--- src/hw/core_defines.svh ---
// constants for the transport-triggered core decode block
`ifndef CORE_DEFINES_SVH
`define CORE_DEFINES_SVH
// ==========================================
// instruction word fields
`define FMT_BIT 15
`define SRC_LSB 0
`define SRC_MSB 7
`define SRC_MOD_W 4
`define DST_LSB 8
`define DST_MSB 14
`define DST_MOD_W 4
`define DST_SUB_W 3
// ==========================================
// system module specifiers and register indexes
`define MOD_ACC 4'h9
`define MOD_PREFIX 4'hb
`define MOD_IP 4'hc
`define MOD_STACK 4'hd
`define MOD_PTRCTL 4'he
`define MOD_PTR 4'hf
`define IDX_STACKPTR 4'h1
`define IDX_PUSH 4'h0
`define IDX_POP 4'h3
`define IDX_STACK_LOAD_INT_OP 4'h4
`define IDX_CALL 4'h5
`define IDX_RET 4'h6
`define IDX_INTERRUPT_EXIT 4'h7
`define IDX_PTR0 4'h3
`define IDX_PTR1 4'h7
`define IDX_PTR2 4'hb
`define IDX_PTRCTL 4'h4
`define IDX_JUMP 4'hc
// ==========================================
// stack, memory map and reset values
`define STACK_DEPTH 16
`define STACK_PTR_RST 4'hf
`define UROM_BASE 16'h8000
`define UROM_WORDS 4096
`define DATA_WORDS 256
`define CODE_WORDS 65536
`define DATA_IN_CODE_BASE 16'ha000
`define CODE_IN_DATA_BASE 16'h8000
`define VN_DATA_BASE 16'h9000
`define PWD_FIRST 16'h0010
`define PWD_LAST 16'h001f
`define PWD_WORDS 16
`define APP_START 16'h0000
`endif

--- src/hw/core_pkg.sv ---
// types shared by the core decode files
package core_pkg;
  typedef enum logic [1:0] {
    MAP_HARVARD = 2'b00,
    MAP_DATA_IN_CODE = 2'b01,
    MAP_CODE_IN_DATA = 2'b10,
    MAP_VON_NEUMANN = 2'b11
  } map_mode_t;
  typedef enum logic [1:0] {
    STEP_NONE = 2'b00,
    STEP_INC = 2'b01,
    STEP_DEC = 2'b10
  } step_mode_t;
  typedef enum logic [1:0] {
    PW_LOCKED = 2'b00,
    PW_CHECK = 2'b01,
    PW_OPEN = 2'b10
  } pw_state_t;
endpackage

--- src/hw/core_decode.sv ---
// instruction decode, stack, data pointers and memory map of the 16-bit core
// Notes on behaviour
// - bit 15 selects immediate or register source.
// - source comes from instruction bits 0 to 7.
// - register source: low nibble module, high nibble index.
// - bits 8 to 14 are destination: low four module, high three subindex.
// - upper destinations need a prior prefix write, one extra cycle.
// - fetch and execute in one cycle, no pipeline.
// - every instruction is a register move; operations are side effects.
// - fixed 16-bit words; accumulator pairs with any register.
// - internal stack of sixteen 16-bit entries.
// - call, return, interrupt and explicit push/pop use the stack.
// - stack pointer resets to fifteen.
// - push-type operations increment pointer, then write.
// - pop-type operations read, then decrement pointer.
// - three data pointers step automatically after access.
// - utility ROM of 4K words sits at 8000h by default.
// - code and data spaces are separate by default.
// - a mode maps data memory into code space for execution.
// - a mode maps code memory into data space for constants.
// - pseudo-Von Neumann mode gives one contiguous map.
// - data is 256 words; code is up to 64K words.
// - outside code access can be blocked by a 16-word key.
// - after reset execution starts in the utility ROM.
// - key words are checked against the code word fetched at the program counter.
// - lock bit set at reset demands the key; clearing removes it.
`timescale 1ns/1ps
`include "core_defines.svh"
module core_decode #(
  parameter int DATA_AW = 8,
  parameter int CODE_AW = 16
) (
  // clock and reset
  input wire logic ref_clk,
  input wire logic sys_rst,
  // program memory
  output logic [15:0] codeAddr,
  input wire logic [15:0] codeRdata,
  output logic codeSelUrom,
  output logic codeSelData,
  // data memory
  output logic [15:0] dataAddr,
  output logic dataRd,
  output logic dataWr,
  output logic [15:0] dataWdata,
  output logic dataSelCode,
  input wire logic [15:0] dataRdata,
  // peripheral register modules
  output logic [3:0] perMod,
  output logic [3:0] perSrcIdx,
  output logic [7:0] perDstIdx,
  output logic perRd,
  output logic perWr,
  output logic [15:0] perWdata,
  input wire logic [15:0] perRdata,
  // interrupt request and vector
  input wire logic irqReq,
  input wire logic [15:0] irqVector,
  // memory map mode and lock control
  input wire logic [1:0] mapMode,
  input wire logic lockClear,
  // debug tool key entry, from a pin-side unit
  input wire logic keyValid,
  input wire logic [15:0] keyWord,
  output logic keyReq,
  output logic [3:0] keyIdx,
  // status
  output logic codeLockBit,
  output logic toolAccessOk,
  output logic [15:0] accValue,
  output logic [3:0] stackPointer,
  output logic [15:0] progCounter
);
  import core_pkg::*;

  // ==========================================
  // instruction fields
  wire logic [15:0] instr = codeRdata;
  wire logic srcImm = ~instr[`FMT_BIT];
  wire logic [7:0] srcField = instr[`SRC_MSB:`SRC_LSB];
  wire logic [3:0] srcMod = srcField[`SRC_MOD_W-1:0];
  wire logic [3:0] srcIdx = srcField[7:`SRC_MOD_W];
  wire logic [3:0] dstMod = instr[`DST_LSB+`DST_MOD_W-1:`DST_LSB];
  wire logic [2:0] dstSub = instr[`DST_MSB:`DST_LSB+`DST_MOD_W];

  // ==========================================
  // state registers
  logic [15:0] pc_ff;
  logic [15:0] nxt_pc;
  logic [15:0] acc_ff;
  logic [15:0] nxt_acc;
  logic [4:0] prefix_ff;
  logic [4:0] nxt_prefix;
  logic lock_ff;
  logic [1:0] step_ff [3];
  pw_state_t pw_ff;
  pw_state_t nxt_pw;
  logic [3:0] key_idx_ff;
  logic key_bad_ff;

  // full destination index combines prefix bits with the subindex
  wire logic [7:0] dstIdx = {prefix_ff, dstSub};
  wire logic dstSys = dstMod[3] && (prefix_ff == 5'h00);
  wire logic [15:0] stackTop;
  wire logic [15:0] ptrVal [3];

  // ==========================================
  // source selection
  wire logic srcIsAcc = !srcImm && (srcMod == `MOD_ACC);
  wire logic srcIsPtrMem = !srcImm && (srcMod == `MOD_PTR);
  wire logic srcIsStackPtr = !srcImm && (srcMod == `MOD_STACK) && (srcIdx == `IDX_STACKPTR);
  wire logic popOp = !srcImm && (srcMod == `MOD_STACK) && (srcIdx == `IDX_POP);
  wire logic popiOp = !srcImm && (srcMod == `MOD_STACK) && (srcIdx == `IDX_STACK_LOAD_INT_OP);
  wire logic srcIsPtrCtl = !srcImm && (srcMod == `MOD_PTRCTL);
  wire logic [1:0] ptrSel = (srcIdx == `IDX_PTR1) ? 2'd1 : ((srcIdx == `IDX_PTR2) ? 2'd2 : 2'd0);
  wire logic [1:0] dstPtrSel = (dstSub == 3'd1) ? 2'd1 : ((dstSub == 3'd2) ? 2'd2 : 2'd0);
  wire logic [15:0] srcValue =
    srcImm ? {8'h00, srcField} :
    srcIsAcc ? acc_ff :
    srcIsStackPtr ? {12'h000, stackPointer} :
    (popOp || popiOp) ? stackTop :
    srcIsPtrMem ? dataRdata :
    srcIsPtrCtl ? {14'h0000, step_ff[ptrSel]} :
    perRdata;

  // ==========================================
  // destination side effects
  wire logic dstIsAcc = dstSys && (dstMod == `MOD_ACC);
  wire logic dstIsPrefix = (dstMod == `MOD_PREFIX);
  wire logic dstIsIp = dstSys && (dstMod == `MOD_IP);
  wire logic dstIsStack = dstSys && (dstMod == `MOD_STACK);
  wire logic pushOp = dstIsStack && ({1'b0, dstSub} == `IDX_PUSH);
  wire logic callOp = dstIsStack && ({1'b0, dstSub} == `IDX_CALL);
  wire logic retOp = dstIsStack && ({1'b0, dstSub} == `IDX_RET);
  wire logic retiOp = dstIsStack && ({1'b0, dstSub} == `IDX_INTERRUPT_EXIT);
  wire logic dstIsPtrMem = dstSys && (dstMod == `MOD_PTR);
  wire logic dstIsPtrCtl = dstSys && (dstMod == `MOD_PTRCTL);
  wire logic dstIsPer = !dstSys && !dstIsPrefix;
  wire logic jumpOp = dstIsIp;
  // interrupt vectoring replaces the fetched word and pushes the return address
  wire logic takeIrq = irqReq && (prefix_ff == 5'h00); // prefix pair is never split
  wire logic stackPush = takeIrq || ((pushOp || callOp) && !takeIrq);
  wire logic stackPop = !takeIrq && (popOp || popiOp || retOp || retiOp);
  wire logic [15:0] pcPlus = pc_ff + 16'h0001;
  wire logic [15:0] pushValue = takeIrq ? pc_ff : (callOp ? pcPlus : srcValue);

  // ==========================================
  // next program counter: one instruction per cycle, no pipeline
  always_comb begin
    nxt_pc = pcPlus;
    if (takeIrq) begin
      nxt_pc = irqVector;
    end else if (retOp || retiOp) begin
      nxt_pc = stackTop;
    end else if (jumpOp || callOp) begin
      nxt_pc = srcValue;
    end
  end

  // accumulator load, the pairing partner for arithmetic units
  assign nxt_acc = (dstIsAcc && !takeIrq) ? srcValue : acc_ff;
  // prefix lives for exactly one following instruction
  assign nxt_prefix = (dstIsPrefix && !takeIrq) ? srcValue[4:0] : 5'h00;

  always_ff @(posedge ref_clk) begin
    if (sys_rst) begin
      pc_ff <= `UROM_BASE;
      acc_ff <= 16'h0000;
      prefix_ff <= 5'h00;
    end else begin
      pc_ff <= nxt_pc;
      acc_ff <= nxt_acc;
      prefix_ff <= nxt_prefix;
    end
  end

  // ==========================================
  // pointer step modes, written through the pointer control module
  always_ff @(posedge ref_clk) begin
    if (sys_rst) begin
      step_ff[0] <= STEP_NONE;
      step_ff[1] <= STEP_NONE;
      step_ff[2] <= STEP_NONE;
    end else if (dstIsPtrCtl && !takeIrq) begin
      step_ff[dstPtrSel] <= srcValue[1:0];
    end
  end

  // ==========================================
  // stack and three data pointers
  hw_stack #(.DEPTH(`STACK_DEPTH), .WIDTH(16)) u_stack (
    .ref_clk(ref_clk),
    .sys_rst(sys_rst),
    .pushReq(stackPush),
    .popReq(stackPop),
    .pushData(pushValue),
    .topData(stackTop),
    .stackPtr(stackPointer)
  );

  // the pointer that moves is the one used for this cycle's memory access
  wire logic [1:0] accPtr = dstIsPtrMem ? dstPtrSel : ptrSel;
  wire logic memAccess = (srcIsPtrMem || dstIsPtrMem) && !takeIrq;
  genvar g;
  generate
    for (g = 0; g < 3; g++) begin : g_ptr
      data_pointer #(.AW(16)) u_ptr (
        .ref_clk(ref_clk),
        .sys_rst(sys_rst),
        .loadEn(dstIsPer && 1'b0),
        .loadVal(srcValue),
        .accessEn(memAccess && (accPtr == 2'(g))),
        .stepMode(step_ff[g]),
        .ptrVal(ptrVal[g])
      );
    end
  endgenerate

  // ==========================================
  // memory map decode
  wire map_mode_t mode = map_mode_t'(mapMode);
  wire logic inUrom = (pc_ff >= `UROM_BASE) && (pc_ff < `UROM_BASE + 16'(`UROM_WORDS));
  wire logic vnData = (mode == MAP_VON_NEUMANN) && (pc_ff >= `VN_DATA_BASE) &&
    (pc_ff < `VN_DATA_BASE + 16'(`DATA_WORDS));
  wire logic dicData = (mode == MAP_DATA_IN_CODE) && (pc_ff >= `DATA_IN_CODE_BASE) &&
    (pc_ff < `DATA_IN_CODE_BASE + 16'(`DATA_WORDS));
  wire logic [15:0] memAddr = ptrVal[accPtr];
  // constants read through data space above the data SRAM
  wire logic cidCode = ((mode == MAP_CODE_IN_DATA) || (mode == MAP_VON_NEUMANN)) &&
    (memAddr >= 16'(`DATA_WORDS));

  assign codeAddr = pc_ff;
  assign codeSelUrom = inUrom && !vnData && !dicData;
  assign codeSelData = vnData || dicData;
  assign dataAddr = cidCode ? memAddr : {8'h00, memAddr[DATA_AW-1:0]};
  assign dataSelCode = cidCode;
  assign dataRd = srcIsPtrMem && !takeIrq;
  assign dataWr = dstIsPtrMem && !takeIrq;
  assign dataWdata = srcValue;

  // peripheral module access, plus the register moves carrying side effects
  assign perMod = dstIsPer ? dstMod : srcMod;
  assign perSrcIdx = srcIdx;
  assign perDstIdx = dstIdx;
  assign perRd = !srcImm && !srcMod[3] && !takeIrq;
  assign perWr = dstIsPer && !takeIrq;
  assign perWdata = srcValue;
  assign accValue = acc_ff;
  assign progCounter = pc_ff;

  // ==========================================
  // code lock and key check for outside tool access
  // key words are compared one at a time to avoid a 256-bit comparator
  always_comb begin
    nxt_pw = pw_ff;
    case (pw_ff)
      PW_LOCKED: begin
        if (!lock_ff) begin
          nxt_pw = PW_OPEN;
        end else if (keyValid) begin
          nxt_pw = PW_CHECK;
        end
      end
      PW_CHECK: begin
        if (!lock_ff) begin
          nxt_pw = PW_OPEN;
        end else if (keyValid && (key_idx_ff == 4'hf)) begin
          nxt_pw = (key_bad_ff || (keyWord != codeRdata)) ? PW_LOCKED : PW_OPEN;
        end
      end
      PW_OPEN: begin
        nxt_pw = PW_OPEN;
      end
      default: begin
        nxt_pw = PW_LOCKED;
      end
    endcase
  end

  always_ff @(posedge ref_clk) begin
    if (sys_rst) begin
      lock_ff <= 1'b1;
      pw_ff <= PW_LOCKED;
      key_idx_ff <= 4'h0;
      key_bad_ff <= 1'b0;
    end else begin
      if (lockClear) begin
        lock_ff <= 1'b0;
      end
      pw_ff <= nxt_pw;
      if (keyValid && (pw_ff != PW_OPEN)) begin
        key_idx_ff <= key_idx_ff + 4'h1;
        key_bad_ff <= (key_idx_ff != 4'hf) && (key_bad_ff || (keyWord != codeRdata));
      end
    end
  end

  assign keyReq = (pw_ff != PW_OPEN);
  assign keyIdx = key_idx_ff; // key word keyIdx is compared with the code word fetched at pc_ff
  assign codeLockBit = lock_ff;
  assign toolAccessOk = (pw_ff == PW_OPEN) || !lock_ff;
endmodule

--- src/hw/hw_stack.sv ---
// sixteen-entry hardware stack with pre-increment push and post-decrement pop
`timescale 1ns/1ps
`include "core_defines.svh"
module hw_stack #(
  parameter int DEPTH = `STACK_DEPTH,
  parameter int WIDTH = 16
) (
  // clock and reset
  input wire logic ref_clk,
  input wire logic sys_rst,
  // stack operations
  input wire logic pushReq,
  input wire logic popReq,
  input wire logic [WIDTH-1:0] pushData,
  // state
  output logic [WIDTH-1:0] topData,
  output logic [$clog2(DEPTH)-1:0] stackPtr
);
  logic [WIDTH-1:0] mem [DEPTH];
  logic [$clog2(DEPTH)-1:0] stack_ptr_ff;
  logic [$clog2(DEPTH)-1:0] nxt_stack_ptr;
  wire logic [$clog2(DEPTH)-1:0] incPtr = stack_ptr_ff + 1'b1;

  // pop reads current entry then steps down; push steps up then writes
  assign nxt_stack_ptr = pushReq ? incPtr : (popReq ? stack_ptr_ff - 1'b1 : stack_ptr_ff);
  assign topData = mem[stack_ptr_ff];
  assign stackPtr = stack_ptr_ff;

  // pointer wraps silently; overflow is software's concern
  always_ff @(posedge ref_clk) begin
    if (sys_rst) begin
      stack_ptr_ff <= `STACK_PTR_RST;
    end else begin
      stack_ptr_ff <= nxt_stack_ptr;
    end
  end

  // entries hold no reset so the array maps onto plain storage
  always_ff @(posedge ref_clk) begin
    if (pushReq) begin
      mem[incPtr] <= pushData;
    end
  end
endmodule

--- src/hw/data_pointer.sv ---
// one auto-stepping data memory pointer
`timescale 1ns/1ps
module data_pointer #(
  parameter int AW = 16
) (
  // clock and reset
  input wire logic ref_clk,
  input wire logic sys_rst,
  // control
  input wire logic loadEn,
  input wire logic [AW-1:0] loadVal,
  input wire logic accessEn,
  input wire logic [1:0] stepMode,
  // state
  output logic [AW-1:0] ptrVal
);
  import core_pkg::*;
  logic [AW-1:0] ptr_ff;
  logic [AW-1:0] nxt_ptr;
  wire logic doInc = accessEn && (stepMode == STEP_INC);
  wire logic doDec = accessEn && (stepMode == STEP_DEC);

  // step happens after the access, with no software action
  assign nxt_ptr = loadEn ? loadVal : (doInc ? ptr_ff + 1'b1 : (doDec ? ptr_ff - 1'b1 : ptr_ff));
  assign ptrVal = ptr_ff;

  always_ff @(posedge ref_clk) begin
    if (sys_rst) begin
      ptr_ff <= '0;
    end else begin
      ptr_ff <= nxt_ptr;
    end
  end
endmodule

--- config.mk ---
export PLATFORM = sky130hd
export DESIGN_NAME = core_decode
export DESIGN_NICKNAME = d
export VERILOG_FILES = /design/src/hw/core_pkg.sv /design/src/hw/core_decode.sv /design/src/hw/hw_stack.sv /design/src/hw/data_pointer.sv
export VERILOG_INCLUDE_DIRS = /design/src /design/src/hw
export SDC_FILE = /design/constraint.sdc
export NUM_CORES = 1
export LEC_CHECK = 0
export BUFFER_PORTS_ARGS = -buffer_cell sky130_fd_sc_hd__buf_4
export CORE_UTILIZATION = 50
export CTS_CLUSTER_SIZE = 30
export DETAILED_ROUTE_END_ITERATION = 6
export MAX_ROUTING_LAYER = met4
export PLACE_DENSITY = 0.7
export SYNTH_ARGS = -nofsm -noshare
export SYNTH_HDL_FRONTEND = slang
export SYNTH_SLANG_ARGS = --single-unit
--- constraint.sdc ---
create_clock -name ref_clk -period 13.6 [get_ports ref_clk]
set_clock_uncertainty 0.05 [all_clocks]
set_input_delay 2.72 -clock ref_clk [delete_from_list [all_inputs] [get_ports ref_clk]]
set_output_delay 2.72 -clock ref_clk [all_outputs]
set_load 0.1 [all_outputs]
Word level (Yosys, flattened, before mapping)
Memories as Yosys holds them, arrays and structs flattened. A register that Yosys moved wholly into a read port is not among the register bits.
Index checks and enable logic that the tools add are counted.
{ "word_totals": {"elab_cells": 199, "ram_bits": 262, "latchBits": 0, "register_bits": 97, "n_memories": 2, "in_bits": 87, "rom_bits": 0, "out_inout_bits": 130} }
{ "op_classes": {"eq_ne": 39, "addsub": 10, "shift": 0, "bitwise_logic": 2, "reduce_logical": 80, "multipliers": 0, "n_mux": 47, "div": 0, "n_lt_le_gt_ge": 8} }
{ "mem_list": {"columns": ["name", "words", "width", "read_ports", "rd_clocked_by_memory_dff", "write_ports", "line_no", "text"], "rows": [
  ["u_stack.mem", 16, 16, 1, 1, 1, "hw_stack.sv:19", "logic [WIDTH-1:0] mem [DEPTH];"],
  ["step_ff", 3, 2, 4, 0, 3, "core_decode.sv:95", "logic [1:0] step_ff [3];"]
]} }
{ "ops": {"columns": ["operator", "n"], "rows": [
  ["$mux W16", 20],
  ["$add A16 B1 Y16 const B", 4],
  ["$logic_and A1 B1 Y1", 50],
  ["$eq A4 B4 Y1 const B", 12],
  ["$ge A16 B16 Y1 const B", 3],
  ["$lt A16 B16 Y1 const B", 3],
  ["$sub A16 B1 Y16 const B", 3],
  ["$bmux W16 S2", 1],
  ["$mux W2", 12],
  ["$mux W4", 5],
  ["$ge A16 B9 Y1 const B", 1],
  ["$ne A16 B16 Y1", 1],
  ["$eq A2 B2 Y1 const B", 7],
  ["$eq A2 B1 Y1 const B", 6],
  ["$logic_or A1 B1 Y1", 12],
  ["$eq A3 B3 Y1 const B", 3],
  ["$add A4 B1 Y4 const B", 2],
  ["$eq A4 B3 Y1 const B", 2],
  ["$mux W1", 8],
  ["$reduce_bool A2 Y1", 4],
  ["$logic_not A1 Y1", 7],
  ["$ne A3 B3 Y1 const B", 2],
  ["$pmux W2 S3", 1],
  ["$logic_not A5 Y1", 1],
  ["other kinds (14)", 16]
]} }

Longest topological paths before layout
An unclocked memory read counts as a cell.
{ "logic_depth": {"word_depth": 13, "depth_mapped": 17, "mapped_depth_nobuf": 16} }

Modules after synthesis
From an unflattened synthesis, not the netlist that was laid out.
{ "unflattened": {"hier_cells": 1831, "area_unflattened_um2": 20094.3} }
{ "modules_own_cells": {"columns": ["module", "cells_each", "area_each_um2", "n_inst", "seq_area_each_um2"], "rows": [
  ["hw_stack", 462, 10156.0, 1, 7847.5],
  ["core_decode", 797, 5447.7, 1, 1081.0],
  ["data_pointer at g_ptr[2].u_ptr", 193, 1527.7, 1, 320.3],
  ["data_pointer at g_ptr[1].u_ptr", 191, 1510.2, 1, 320.3],
  ["data_pointer at g_ptr[0].u_ptr", 188, 1452.6, 1, 320.3]
]} }

Worst setup path before layout
No wires, ideal clock.
{ "synth_path": {"path_kind": "input-to-output", "startpoint": "in codeRdata[8]", "endpoint": "out dataSelCode", "slack_ns": 4.453, "path_buffers": 2, "cell_stages": 8, "t_required_ns": 10.830, "arrival_ns": 6.377, "cell_sequence": "clkbuf_1 nand2_1 nor2_8 mux2_2 buf_1 a21oi_1 nor4_1 a21boi_0"} }
{ "synth_between": {"elab_chain_len": 9} }
{ "synth_lines": {"columns": ["element", "line_no", "text"], "rows": [
  ["start: declaration", "core_decode.sv:38", "input wire logic [15:0] codeRdata,"],
  ["$eq A4 B4 Y1 (no source line)", null, null],
  ["$logic_and A1 B1 Y1", "core_decode.sv:136", "wire logic dstIsPtrMem = dstSys && (dstMod == `MOD_PTR);"],
  ["$mux W2", "core_decode.sv:202", "wire logic [1:0] accPtr = dstIsPtrMem ? dstPtrSel : ptrSel;"],
  ["$not A2 Y3 (implied by the code)", "core_decode.sv:227", "wire logic [15:0] memAddr = ptrVal[accPtr];"],
  ["$bmux W16 S2", "core_decode.sv:227", null],
  ["$mux W16 (implied by the code) (2 in a row)", "core_decode.sv:227", null],
  ["$ge A16 B9 Y1", "core_decode.sv:230", "(memAddr >= 16'(`DATA_WORDS));"],
  ["$logic_and A1 B1 Y1", "core_decode.sv:229", "wire logic cidCode = ((mode == MAP_CODE_IN_DATA) || (mode == MAP_VON_NEUMANN)) &&"],
  ["end: declaration", "core_decode.sv:46", "output logic dataSelCode,"]
]} }
No other way between the ends. The select of a mux whose other input is x is not followed.

Worst setup path after layout
{ "layout_path": {"startpoint": "in codeRdata[6]", "endpoint": "out perWdata[4]"} }
{ "layout_between": {"elab_chain_len": 7, "elab_cells_between_ends": 11, "cone_classes": "eq/ne: 3; mux: 4; reduce/logical: 4"} }
{ "layout_lines": {"columns": ["element", "line_no", "text"], "rows": [
  ["$eq A4 B2 Y1 (no source line) or $eq A4 B3 Y1 (tied branches)", null, null],
  ["$logic_and A1 B1 Y1 (on tied branches)", "core_decode.sv:112, core_decode.sv:113", null],
  ["$logic_or A1 B1 Y1", "core_decode.sv:121", "(popOp || popiOp) ? stackTop :"],
  ["$mux W16", "core_decode.sv:121", null],
  ["$mux W16 *", "core_decode.sv:120", "srcIsStackPtr ? {12'h000, stackPointer} :"],
  ["$mux W16 *", "core_decode.sv:119", "srcIsAcc ? acc_ff :"],
  ["$mux W16 *", "core_decode.sv:118", "srcImm ? {8'h00, srcField} :"],
  ["end: declaration", "core_decode.sv:54", "output logic [15:0] perWdata,"]
]} }
Every way passes the cells marked *; elsewhere a longest branch is shown, timed or not.

==> impl.org <==
** Outcome
- The run finished with clean final reports.

** STA
- Setup violations remaining at the end of the flow were counted as 0.
- Measured against its own limit, the worst slew margin works out to 19.0%.
- Highest achievable clock rate :: 116 MHz
- Unrepaired setup endpoints after global routing :: no
- Setup TNS :: 0 ps
- Final Critical Period :: 8590 ps
- After layout, the worst setup slack is 5010 ps.
- The final critical path takes up 63.2% of the cycle.
- Worst Hold Slack :: 427 ps
- At the pin with the least slew margin, the transition time is 1220 ps.
- Final number of max-transition violations :: 0
- The final number of hold-violating endpoints was 0.

** GRT
- Vias in the first global route :: 13200
- Overall overflow remaining after global route :: 0
- The first global-routing pass estimated 81000 um of wire.
- Largest net degree at the start of global routing :: 89
- The number of antenna violations at the first check in global routing was 1.
- Global routing used 29.6% of the available tracks.

** Place
- Timing analysis after detailed placement gives a worst setup slack of 5090 ps.
- Final GP Congestion :: 0.980
- During placement, the flow inserted port buffers numbering 216.
- The wire-length estimate of the detail-placed layout is 36600 um.
- Total cell area at the placement stage :: 20400 um2

** Setup path
- The largest single stage delay on the critical path is 990 ps.
- Cell at the slowest stage of the critical path :: a211oi_4
- Traced cell by cell, the critical path runs through buf_4 -> or3b_2 -> a211oi_4 -> nand2_1 -> o21ai_0 -> a22oi_1 -> a21oi_1 -> buf_4.
- CP Buf/Inv Count :: 2
- Worst endpoint data arrival time :: 5820 ps
- STA classifies the critical path startpoint as an input port.
- Worst r2r path cells :: 15
- Gate family responsible for the most delay along the worst path :: compound AO/OA/AOI/OAI gates
- Path type of the worst setup path :: in -> out
- Worst Path Max Fanout :: 25
- The worst setup path is captured at an output pin.
- The setup check on the worst reg-to-reg path leaves a slack of 7670 ps.
- Endpoint of the most critical register-to-register path :: g_ptr[2].u_ptr.ptrVal[15]
- FF-to-FF Start :: prefix_ff[3]
- Data on the critical path is required at its endpoint by 10830 ps.
- Library cell appearing most often on the critical path :: buf_4

** Yosys
- After Yosys synthesis, full adders, half adders and majority gates account for 3.96% of the synthesized area.
- Share of the synthesized area in compound gates (AO/OA/AOI/OAI) :: 11.9%
- Number of instances in the synthesized netlist :: 1590
- Number of enable flip-flop cells after synthesis :: 262
- FF+latch count, synth :: 363
- Post-synthesis cell type with the largest combined area :: edfxtp_1
- The top cell type by area accounts for 42.4% of the synthesized area.
- Synth Warn # :: 0
- Top area cells in the synthesized netlist :: edfxtp_1, dfxtp_1, mux4_2
- When the netlist entered floorplanning its net count stood at 1734.
- For this run, the leading register cell type out of synthesis is edfxtp_1.
- Multiplexer cells account for 10.4% of the synthesized area.
- Mapped Area :: 18600 um2
- Of all flip-flops after synthesis, the portion carrying an async set or reset was 0%.
- XOR/XNOR Fraction of Synth Area :: 3.11%
- The average instance in the mapped netlist occupies 11.7 um2.
- Simple-gate share of the synthesized area :: 12.7%
- Of the synthesized area, sequential elements account for 53.3%.
- Number of library cell types mapped by synthesis :: 76
- After synthesis, the largest family of logic cells by area is simple AND/OR/NAND/NOR gates.

** Floorplan
- Starting utilization of the core area :: 50.7%
- In this run the standard cell core region covers 36600 um2.
- The die covers 37900 um2.
- Measured along the x axis, the die boundary spans 195 um.
- Row Count :: 70
- Boundary Pins :: 217
- Measured along the y axis, the die boundary spans 195 um.

** Layout
- For this run, the share of the core covered by cells in the final layout is 59.0%.
- Of the cells placed in the final design, the portion with a size suffix greater than 1 is 23.3%.
- N_diodes :: 0
- Final instance area :: 21600 um2
- For this run, the post-layout net count is 1898.
- Layout Area Growth over Synthesis :: 16.4%

** Clock tree
- Root buffer cell :: clkbuf_16
- The number of hold buffers added after CTS was 0.
- TritonCTS built the clock tree.
- After clock tree synthesis, the clock-pin slew on the worst setup and hold paths is 60 ps.
- Counting the buffers created by CTS gives 38.
- Number of sinks driven by the clock tree :: 363
- Number of H-tree levels :: 2
- Clock Path Buffers :: 3
- Clock insertion delay at the later pin of the skew report :: 550 ps
- The number of setup buffers added after CTS is 0.
- Resized Gates After CTS :: 0

** Power
- In this run the power density over the cells is 135 nW/um2.
- VDD sags by at most 0.000142 V.
- Summed over all cells, the static leakage comes to 0.00830 uW.

** Routing
- First-pass DRT Iterations :: 7
- First-iteration detailed-routing DRC count :: 1358
- The count of nets left with antenna violations once routing finished came out at 0.
- Final Routed Wirelength :: 54900 um
- For this run, design rule violations remaining after detail routing come to 0.
- After detailed routing, the average wire length per cell comes to 24.4 um.
- Mean number of vias per cell :: 6.22
- Total number of vias :: 14000

** Worst hold path
- Number of stages on the worst hold path :: 2
- Origin of the worst min-delay path :: g_ptr[2].u_ptr.ptrVal[12]
- Worst min-delay path class :: reg -> reg
- Hold worst-path end :: g_ptr[2].u_ptr.ptrVal[12]

** Job
- The tool flagged a number of max-cap violations equal to 0.
-- metal layers --
metal	track usage, %	routed length (um)	up-vias
li1	-	-	6274
met1	36.9	20800	6857
met2	48.4	26900	729
met3	4.37	4950	144
met4	12.3	2270	0
met5	-	0	-
-- cell usage in the layout, fill, tap and decap left out, types with 8 or more instances in the layout --
cell type and count:
o21a_1 9, a22oi_1 13, nand2_1 139, clkinv_2 8, buf_4 248, and2_1 16, a221o_1 10, nand3b_1 9
or3_1 11, xor2_1 37, mux2i_1 8, mux4_2 79, a21oi_1 127, xnor2_1 29, and3_1 14, o221ai_1 8
nor3_1 43, o21ai_0 54, nand2b_1 19, o22ai_1 13, inv_1 50, ha_1 54, a222oi_1 8, dfxtp_1 99
nor2b_1 16, a211oi_1 19, a21o_1 16, edfxtp_1 262, clkbuf_16 38, nor2_1 145, nand3_1 40
-- per-stage QoR --
stage / total power, uW / std cells
after floorplan: 1730 / 1590
after global placement: 1880 / 2182
after detailed placement: 1890 / 2182
after CTS: 2920 / 2252
after global routing: 2990 / 2252
final: 2910 / 2252
-- layout make-up --
type / count / area [um2]
flip-flops and latches: 363 / 9890
inverters: 50 / 188
clock inverters: 26 / 268
fillers: 2971 / 15000
repair buffers: 248 / 1860
multi-input cells: 1053 / 7830
well taps: 468 / 586
clock buffers: 44 / 973
-- report_power, final --
| part | switching, uW | internal, uW | total (uW) | leakage, uW |
|---|---|---|---|---|
| combinational | 406 | 177 | 582 | 0.00450 |
| clock | 452 | 582 | 1030 | 0.000589 |
| sequential | 38.0 | 1250 | 1290 | 0.00321 |
| total | 896 | 2010 | 2910 | 0.00830 |
-- worst reg2reg max path: cells and delay by family, from the launching register on --
kind / cells / cell delay (ps)
multiplexers: 3 / 1060
AO/OA/AOI/OAI: 5 / 1460
flip-flops: 1 / 340
adder cells (fa/ha/maj): 1 / 590
AND/OR/NAND/NOR: 6 / 2340
-- flip-flops by register name, summed over array words and instances, names as in the netlist, named ones only --
name and cells:
g_ptr.u_ptr.ptrVal 48, step_ff 6, keyIdx 4, pw_ff 2
codeAddr 16, key_bad_ff 1, prefix_ff 5, u_stack.mem 256
accValue 16, codeLockBit 1, u_stack.stackPtr 4
-- how the worst max path moves through the flow --
stage	startpoint	end	depth (start not counted)
CTS	codeRdata[4]	dataWdata[4]	8
floorplan	codeRdata[8]	dataSelCode	8
finish	codeRdata[6]	perWdata[4]	8
global route	codeRdata[6]	perWdata[4]	8
global placement	codeRdata[4]	dataWdata[4]	8
detailed placement	codeRdata[4]	dataWdata[4]	8
-- synthesized netlist by cell type (9+ instances only) --
library cell and count:
buf_1 9, ha_1 54, nor3_1 43, xnor2_1 29, buf_4 41, nor2b_1 16, and3_1 14, nand2b_1 19
nand2_1 140, a211oi_1 19, a21oi_1 127, o21ai_0 54, dfxtp_1 101, inv_1 50, a21o_1 16, nor2_1 145
xor2_1 37, o21a_1 9, and2_1 16, clkbuf_1 61, mux4_2 79, edfxtp_1 262, nand3_1 40, o22ai_1 13
a221o_1 10, a22oi_1 13, nand3b_1 9, or3_1 11
-- cells by family (layout without fill, tap and decap cells) --
logic type | count (synthesis) | in the layout
multiplexers | 94 | 94
XOR/XNOR | 66 | 66
AND/OR/NAND/NOR | 494 | 494
buffers and inverters | 174 | 368
adder cells (fa/ha/maj) | 57 | 57
flip-flops | 363 | 363
AO/OA/AOI/OAI | 342 | 342
Power figures use the tool's default switching activity.
